`src/rtl/bio_map.svh`:
```
`ifndef BIO_MAP_SVH
`define BIO_MAP_SVH
// Notes on behaviour
// - The transducer type selector holds bridge option 0, mV/V 1, ratio 2, 1-5V 3, 4-20mA 4, reset 0.
// - Permit_output and the three pressure-switch polarities use 1 for N.C., 0 for N.O.; defaults 1,0,0,0.
// - The passcode holds 0000 to 9999 and resets to zero.
// - With protection on, menu access is granted only after the stored passcode is entered.
// - The passcode enable uses 1 for enabled, 0 for disabled, and resets to 0.
// - The display stays on for the programmed seconds after the last interaction, then goes off.
// - The display timeout is in seconds, accepts 30 to 1800, and resets to 1800.

// ****************************************
// register numbers
// ****************************************
`define BIO_OFF_XDUCER 16'h00C4
`define BIO_OFF_PERMIT 16'h00C5
`define BIO_OFF_SW_ONE 16'h00C6
`define BIO_OFF_SW_TWO 16'h00C7
`define BIO_OFF_SW_THREE 16'h00C8
`define BIO_OFF_CODE 16'h00CD
`define BIO_OFF_CODE_EN 16'h00CE
`define BIO_OFF_DISP 16'h00D2

// ****************************************
// reset values and limits
// ****************************************
`define BIO_RST_XDUCER 16'h0000
`define BIO_RST_PERMIT 16'h0001
`define BIO_RST_SW 16'h0000
`define BIO_RST_CODE 16'h0000
`define BIO_RST_CODE_EN 16'h0000
`define BIO_RST_DISP 16'h0708
`define BIO_XDUCER_MAX 16'h0004
`define BIO_FLAG_MAX 16'h0001
`define BIO_CODE_MAX 16'h270F
`define BIO_DISP_MIN 16'h001E
`define BIO_DISP_MAX 16'h0708
`define BIO_READ_ZERO 16'h0000

// ****************************************
// timing
// ****************************************
`define BIO_SECOND_NS 1000000000
`define BIO_CLK_NS 100
`endif

```
`src/rtl/bio_pkg.sv`:
```
package bio_pkg;
	typedef enum logic [1:0] {
		BIO_DISP_OFF = 2'b00,
		BIO_DISP_ON = 2'b01
	} bio_disp_e;

	typedef struct packed {
		logic valid;
		logic we;
		logic [15:0] num;
		logic [15:0] wdata;
	} bio_req_s;

	typedef struct packed {
		logic [15:0] xducer;
		logic [15:0] permit;
		logic [15:0] sw_one;
		logic [15:0] sw_two;
		logic [15:0] sw_three;
		logic [15:0] code;
		logic [15:0] code_en;
		logic [15:0] disp;
	} bio_regs_s;

	typedef struct packed {
		logic [2:0] transducer_type_select;
		logic permit_output_nc;
		logic pressure_switch_one_nc;
		logic pressure_switch_two_nc;
		logic pressure_switch_three_nc;
	} bio_cfg_s;
endpackage : bio_pkg

```
`src/rtl/bio_bank.sv`:
```
`timescale 1ns/1ps
`include "bio_map.svh"

module bio_bank
	import bio_pkg::*;
#(
	parameter int SEC_CYCLES = `BIO_SECOND_NS / `BIO_CLK_NS
)
(
	// clock and reset
	input wire logic clk,
	input wire logic reset,
	// holding register port
	input wire bio_req_s reg_req,
	output logic reg_ack,
	output logic [15:0] reg_rdata,
	// front panel
	input wire logic menu_key,
	input wire logic code_try,
	input wire logic [15:0] code_digits,
	// settings and status
	output bio_cfg_s cfg,
	output logic display_on,
	output logic menu_access
);

	// ****************************************
	// decode helpers
	// ****************************************
	function automatic logic [15:0] read_reg(input logic [15:0] num, input bio_regs_s r);
		case (num)
			`BIO_OFF_XDUCER: read_reg = r.xducer;
			`BIO_OFF_PERMIT: read_reg = r.permit;
			`BIO_OFF_SW_ONE: read_reg = r.sw_one;
			`BIO_OFF_SW_TWO: read_reg = r.sw_two;
			`BIO_OFF_SW_THREE: read_reg = r.sw_three;
			`BIO_OFF_CODE: read_reg = r.code;
			`BIO_OFF_CODE_EN: read_reg = r.code_en;
			`BIO_OFF_DISP: read_reg = r.disp;
			default: read_reg = `BIO_READ_ZERO;
		endcase
	endfunction : read_reg

	function automatic logic is_mapped(input logic [15:0] num);
		case (num)
			`BIO_OFF_XDUCER, `BIO_OFF_PERMIT, `BIO_OFF_SW_ONE, `BIO_OFF_SW_TWO,
			`BIO_OFF_SW_THREE, `BIO_OFF_CODE, `BIO_OFF_CODE_EN, `BIO_OFF_DISP:
				is_mapped = 1'b1;
			default: is_mapped = 1'b0;
		endcase
	endfunction : is_mapped

	localparam bio_regs_s RST_REGS = '{
		xducer: `BIO_RST_XDUCER,
		permit: `BIO_RST_PERMIT,
		sw_one: `BIO_RST_SW,
		sw_two: `BIO_RST_SW,
		sw_three: `BIO_RST_SW,
		code: `BIO_RST_CODE,
		code_en: `BIO_RST_CODE_EN,
		disp: `BIO_RST_DISP
	};

	// ****************************************
	// register file
	// ****************************************
	bio_regs_s regs;
	bio_regs_s next_regs;
	logic next_ack;
	logic [15:0] next_rdata;
	bio_cfg_s next_cfg;
	logic [15:0] wd;
	logic wr;

	// out-of-range writes are dropped whole so a setting never holds an illegal code
	always_comb
	begin
		next_regs = regs;
		wd = reg_req.wdata;
		wr = reg_req.valid && reg_req.we;
		next_ack = reg_req.valid;
		next_rdata = read_reg(reg_req.num, regs);
		if (wr)
		begin
			case (reg_req.num)
				`BIO_OFF_XDUCER: if (wd <= `BIO_XDUCER_MAX) next_regs.xducer = wd;
				`BIO_OFF_PERMIT: if (wd <= `BIO_FLAG_MAX) next_regs.permit = wd;
				`BIO_OFF_SW_ONE: if (wd <= `BIO_FLAG_MAX) next_regs.sw_one = wd;
				`BIO_OFF_SW_TWO: if (wd <= `BIO_FLAG_MAX) next_regs.sw_two = wd;
				`BIO_OFF_SW_THREE: if (wd <= `BIO_FLAG_MAX) next_regs.sw_three = wd;
				`BIO_OFF_CODE: if (wd <= `BIO_CODE_MAX) next_regs.code = wd;
				`BIO_OFF_CODE_EN: if (wd <= `BIO_FLAG_MAX) next_regs.code_en = wd;
				`BIO_OFF_DISP:
					if (wd >= `BIO_DISP_MIN && wd <= `BIO_DISP_MAX)
						next_regs.disp = wd;
				default: next_regs = regs;
			endcase
		end
		next_cfg.transducer_type_select = next_regs.xducer[2:0];
		next_cfg.permit_output_nc = next_regs.permit[0];
		next_cfg.pressure_switch_one_nc = next_regs.sw_one[0];
		next_cfg.pressure_switch_two_nc = next_regs.sw_two[0];
		next_cfg.pressure_switch_three_nc = next_regs.sw_three[0];
	end

	always_ff @(posedge clk or posedge reset)
	begin
		if (reset)
		begin
			regs <= RST_REGS;
			reg_ack <= 1'b0;
			reg_rdata <= `BIO_READ_ZERO;
			cfg <= '{
				transducer_type_select: RST_REGS.xducer[2:0],
				permit_output_nc: RST_REGS.permit[0],
				pressure_switch_one_nc: RST_REGS.sw_one[0],
				pressure_switch_two_nc: RST_REGS.sw_two[0],
				pressure_switch_three_nc: RST_REGS.sw_three[0]
			};
		end
		else
		begin
			regs <= next_regs;
			reg_ack <= next_ack;
			reg_rdata <= next_rdata;
			cfg <= next_cfg;
		end
	end

	// ****************************************
	// panel input sync
	// ****************************************
	logic key_meta;
	logic key_sync;
	always_ff @(posedge clk or posedge reset)
	begin
		if (reset)
		begin
			key_meta <= 1'b0;
			key_sync <= 1'b0;
		end
		else
		begin
			key_meta <= menu_key;
			key_sync <= key_meta;
		end
	end

	// ****************************************
	// display timer and access gate
	// ****************************************
	bio_disp_e disp_state;
	bio_disp_e next_disp_state;
	logic [31:0] tick_cnt;
	logic [31:0] next_tick_cnt;
	logic [15:0] secs_left;
	logic [15:0] next_secs_left;
	logic unlocked;
	logic next_unlocked;
	logic next_access;
	logic touch;
	logic tick;
	logic good_try;

	always_comb
	begin
		touch = key_sync || code_try;
		tick = (tick_cnt == 32'(SEC_CYCLES - 1));
		good_try = code_try && (code_digits == regs.code);
		next_disp_state = disp_state;
		next_tick_cnt = tick ? 32'h00000000 : tick_cnt + 32'h00000001;
		next_secs_left = secs_left;
		next_unlocked = unlocked;
		case (disp_state)
			BIO_DISP_ON:
				if (tick)
				begin
					next_secs_left = secs_left - 16'h0001;
					if (secs_left <= 16'h0001)
					begin
						next_disp_state = BIO_DISP_OFF;
						next_unlocked = 1'b0;
					end
				end
			BIO_DISP_OFF: next_tick_cnt = 32'h00000000;
			default: next_disp_state = BIO_DISP_OFF;
		endcase
		// interaction restarts the interval; set of unlock wins over timeout clear
		if (touch)
		begin
			next_disp_state = BIO_DISP_ON;
			next_secs_left = regs.disp;
			next_tick_cnt = 32'h00000000;
		end
		if (good_try)
			next_unlocked = 1'b1;
		next_access = next_unlocked || (next_regs.code_en == `BIO_RST_CODE_EN);
	end

	always_ff @(posedge clk or posedge reset)
	begin
		if (reset)
		begin
			disp_state <= BIO_DISP_ON;
			tick_cnt <= 32'h00000000;
			secs_left <= `BIO_RST_DISP;
			unlocked <= 1'b0;
			display_on <= 1'b1;
			menu_access <= 1'b1;
		end
		else
		begin
			disp_state <= next_disp_state;
			tick_cnt <= next_tick_cnt;
			secs_left <= next_secs_left;
			unlocked <= next_unlocked;
			display_on <= (next_disp_state == BIO_DISP_ON);
			menu_access <= next_access;
		end
	end

	// ****************************************
	// checks
	// ****************************************
	xducer_range_a: assert property (@(posedge clk) disable iff (reset)
		reg_req.valid && reg_req.we && reg_req.num == `BIO_OFF_XDUCER && reg_req.wdata > `BIO_XDUCER_MAX
		|=> $stable(regs.xducer) && 16'(cfg.transducer_type_select) <= `BIO_XDUCER_MAX)
		else $error("transducer type took an illegal code");

	polarity_flag_a: assert property (@(posedge clk) disable iff (reset)
		reg_req.valid && reg_req.we && reg_req.num == `BIO_OFF_PERMIT && reg_req.wdata <= `BIO_FLAG_MAX
		|=> cfg.permit_output_nc == $past(reg_req.wdata[0]))
		else $error("permit_output polarity not updated");

	code_range_a: assert property (@(posedge clk) disable iff (reset)
		regs.code <= `BIO_CODE_MAX)
		else $error("passcode out of range");

	access_gate_a: assert property (@(posedge clk) disable iff (reset)
		regs.code_en[0] && !unlocked && !code_try ##1 !code_try && $stable(regs.code_en) |-> !menu_access)
		else $error("menu access without passcode");

	code_enable_a: assert property (@(posedge clk) disable iff (reset)
		regs.code_en <= `BIO_FLAG_MAX && (regs.code_en != `BIO_RST_CODE_EN || menu_access))
		else $error("passcode enable flag wrong");

	display_wake_a: assert property (@(posedge clk) disable iff (reset)
		key_sync |=> display_on && secs_left == $past(regs.disp))
		else $error("display not restarted on interaction");

	display_range_a: assert property (@(posedge clk) disable iff (reset)
		regs.disp >= `BIO_DISP_MIN && regs.disp <= `BIO_DISP_MAX)
		else $error("display timeout out of range");

	unmapped_read_a: assert property (@(posedge clk) disable iff (reset)
		reg_req.valid && !is_mapped(reg_req.num)
		|=> reg_ack && reg_rdata == `BIO_READ_ZERO && $stable(regs))
		else $error("unused register not inert");

endmodule : bio_bank

```
`config.mk`:
```
export PLATFORM = sky130hd
export DESIGN_NAME = bio_bank
export DESIGN_NICKNAME = d
export VERILOG_FILES = /design/src/rtl/bio_pkg.sv /design/src/rtl/bio_bank.sv
export VERILOG_INCLUDE_DIRS = /design/src /design/src/rtl
export SDC_FILE = /design/constraint.sdc
export NUM_CORES = 1
export LEC_CHECK = 0
export BUFFER_PORTS_ARGS = -buffer_cell sky130_fd_sc_hd__buf_2
export CORE_MARGIN = 1
export CORE_UTILIZATION = 35
export CTS_CLUSTER_SIZE = 16
export DETAILED_ROUTE_END_ITERATION = 7
export PLACE_DENSITY = 0.49
export SETUP_SLACK_MARGIN = 0.2
export SYNTH_ARGS = -nofsm -noshare
export SYNTH_HDL_FRONTEND = slang
export SYNTH_SLANG_ARGS = --single-unit
```
`constraint.sdc`:
```
create_clock -name clk -period 7.1 [get_ports clk]
set_input_delay 2.13 -clock clk [delete_from_list [all_inputs] [get_ports clk]]
set_output_delay 2.13 -clock clk [all_outputs]
set_load 0.005 [all_outputs]
```
==> results by group <==
Cells and area
  • Fin nets: 913
  • Register Area: 0.00502 mm^2
  • Multi-input gate area: 0.00381 mm^2
  • Antenna diode count: 0
  • Post-route insts no fill: between 1k and 1.5k
  • Fillers: approximately 2.4k
  • Share of layout cells above drive strength 1: between 20% and 30%
  • Area Overhead vs Synth: 14.2%
  • Commonest cells after routing, fill and taps aside: dfrtp_1, nor2b_1, buf_2
  • Commonest non-fill, non-tap cell in the layout: dfrtp_1

Power and ir drop
  • Peak supply drop: approximately 0.00014 V
  • Total design power: approximately 2.3 mW
  • Seq pwr share: between 50% and 60%
  • Combinational fraction of design power: just under 4%
  • Pwr per Cell Area: between 200 and 250 mW/mm^2
  • Internal cell power: 1.71 mW
  • Clock power frac: about 45%
  • Leak Pwr: between 4 and 5 nW
  • Switching pwr: between 0.5 and 0.6 mW
  • Net Sw Frac: 24.1%

Timing
  • RSZ-0062 raised after global routing: no
  • Tmin final: 5000 ps
  • Final slew viol count: 0
  • F_max: around 0.2 GHz
  • Tcrit/Tclk final: 70.4%
  • Endpoints failing setup: 0
  • Fin. Hold Viols: 0
  • Worst-margin pin slew: between 900 and 1000 ps
  • Clk_skew: 10.7 ps
  • Slew Limit Headroom: roughly a third
  • Setup TNS: 0 ps
  • Hold Slack: between 300 and 400 ps
  • Final setup margin: between 2000 and 2500 ps

Global route
  • Grt ovf: 0
  • Largest net degree at the start of global routing: approximately 170
  • Vias in the first global route: approximately 6.1k
  • Initial antenna violation count: 0
  • First-pass GRT wire length: about 36 mm
  • All-layer global routing usage: between 10% and 20%

Floorplan
  • Rows: a little under 60
  • Io pins: 80
  • Die X: 163 um
  • Core area: about 0.025 mm^2
  • Die Area: roughly 0.027 mm^2
  • Initial core utilization: 35.8%
  • Die H: 163 um

Detailed routing
  • WL per Instance: between 15 and 20 um
  • WL final: 23.0 mm
  • Post-route DRC: 0
  • DRT iter0 DRCs: ~480
  • Vias per cell: 5.13
  • Antenna Nets Post-Route: 0
  • Drt pass-1 iters: 6
  • Total number of vias: 6147

Synth
  • FF+latch count, synth: 200
  • Post-synth EDFFs: 0
  • FFs w/ async S/R, synth: 100%
  • Synth Net Count: 855
  • Most used flip-flop cell after synthesis: dfrtp_1
  • Syn avg cell area: 11.4 um^2
  • Distinct cells, synth: 55
  • Synthesis warning total: 0
  • Synth area leaders: dfrtp_1, nor2b_1, mux2_2, xnor2_1, dfstp_2
  • Synth Cell Area: approximately 0.009 mm^2
  • Share of the synthesized area in the top cell type: between 50% and 60%
  • Largest area contributor in the netlist: dfrtp_1
  • Seq/Total Area, Yosys: between 50% and 60%
  • Mapped Cells: around 800

Worst setup path
  • Worst setup path endpoint: regs[48]$_DFFE_PP0P_
  • R2R Path End: secs_left[14]$_DFFE_PP0P_
  • CP Class: in -> reg
  • Worst path required time: ~7400 ps
  • CP max stage delay: just under 900 ps
  • Critical path origin: reg_req[29]
  • CP max-delay cell: nor4_4
  • CP top delay family: simple AND/OR/NAND/NOR gates
  • Critical path arrival: approximately 5300 ps
  • Type of origin of the critical path: primary input
  • CP Depth: 6
  • R2R depth: 5
  • R2R Setup Slk: 4380 ps
  • CP Capture Type: register
  • Worst-path cell chain: buf_2, or4_4, or3_1, nor4_4, nor3b_4, mux2_2
  • Worst-path maximum fanout: 17
  • Buf+Inv Stages, Crit Path: 1
  • RR Startpoint: tick_cnt[7]$_DFF_PP0_

Place
  • IO Port Bufs: a little under 80
  • Gpl congestion: roughly 0.79
  • Hpwl dp: ~16 mm
  • Dpl cells: 1167
  • Dpl ws: between 1500 and 2000 ps

CTS
  • Htree depth: 4
  • Post-CTS sizing: 0
  • Clk pin slew, worst setup/hold paths: roughly 80 ps
  • Post CTS Setup Buffer Count: 0
  • Root Buffer: clkbuf_16
  • Latest clock arrival within the worst-skew pair: around 440 ps
  • Inserted Clock Buffers: 17
  • Longest Clk Path Bufs: 2
  • Cts hold-fix bufs: 0
  • Sinks on Clock Net: 200
  • CTS tree: yes

Run status
  • Run status: completed

Min path
  • Worst Hold Class: reg -> reg

Run
  • Max-cap violations: 0
-- state kept, by name (all words and copies together), names as in the netlist --
name,cells
disp_state,2
display_on,1
key_meta,1
key_sync,1
menu_access,1
reg_ack,1
reg_rdata,16
regs,128
secs_left,16
tick_cnt,32
unlocked,1
-- stage by stage --
| stage | util, % | instance area, um^2 |
|---|---|---|
| detailed placement | 38.5 | 9750 |
| global route | 40.9 | 10400 |
| CTS | 40.9 | 10400 |
| global placement | 38.5 | 9750 |
| floorplan | - | 9070 |
| finish | 40.9 | 10400 |
-- worst reg2reg max path: cells and delay by family (launching register included) --
family | cells | cell delay (ps)
and+or+nand+nor | 4 | 2000
AOI/OAI and AO/OA | 1 | 170
DFF | 1 | 470
-- worst min-delay path by stage --
stage,slack (ps),from,cells past startpoint,endpoint
final,360,key_meta$_DFF_PP0_,0,key_sync$_DFF_PP0_
after global routing,370,key_meta$_DFF_PP0_,0,key_sync$_DFF_PP0_
after CTS,370,key_meta$_DFF_PP0_,0,key_sync$_DFF_PP0_
after detailed placement,350,key_meta$_DFF_PP0_,0,key_sync$_DFF_PP0_
after global placement,350,key_meta$_DFF_PP0_,0,key_sync$_DFF_PP0_
after floorplan,330,key_meta$_DFF_PP0_,0,key_sync$_DFF_PP0_
-- cell type report --
type	instances	area share (%)
clock buffers	17	4.11
clock inverters	15	1.75
inverters	10	0.399
multi-input cells	540	36.8
flip-flops and latches	200	48.4
well taps	330	3.99
repair buffers	87	4.52
-- routing by layer --
metal  track usage, %  wire length [um]
met5                0                 0
met1             27.9             12000
met2             26.6             10100
met3             3.03               797
met4             4.50               205
-- cells in the mapped netlist (all sizes together), types with 4 or more instances --
| cell | count |
|---|---|
| xor2 | 10 |
| inv | 10 |
| mux2 | 46 |
| nor2b | 97 |
| nand2 | 49 |
| o211ai | 5 |
| mux2i | 20 |
| nand4 | 23 |
| nand2b | 5 |
| dfstp | 12 |
| or2 | 5 |
| buf | 12 |
| a31oi | 6 |
| a222oi | 14 |
| dfrtp | 188 |
| nor3 | 17 |
| xnor2 | 42 |
| clkbuf | 36 |
| and4 | 4 |
| nor2 | 54 |
| or3 | 8 |
| o21ai | 12 |
| a22oi | 8 |
| o22a | 10 |
| or4 | 12 |
| nor4 | 29 |
| and4b | 4 |
| nand3 | 27 |
-- power groups by stage --
stage	sequential (mW)	clock (mW)	combinational, mW
3_3_place_gp	1.17	0	0.0916
3_5_place_dp	1.17	0	0.0911
2_1_floorplan	1.17	0	0.0507
6_report	1.15	1.02	0.0885
5_1_grt	1.15	1.09	0.100
4_1_cts	1.15	1.04	0.0914
-- kinds of logic after synthesis --
group                    Yosys count  share of synthesized area, %
AO/OA/AOI/OAI                     64                          5.46
XOR/XNOR                          52                          5.02
AND/OR/NAND/NOR                  354                          22.8
buffers and inverters             58                          2.84
other                              1                        0.0413
flip-flops                       200                          55.3
multiplexers                      66                          8.12
adder cells (fa/ha/maj)            3                         0.414
Note: power is estimated with default switching activity, not from simulation.
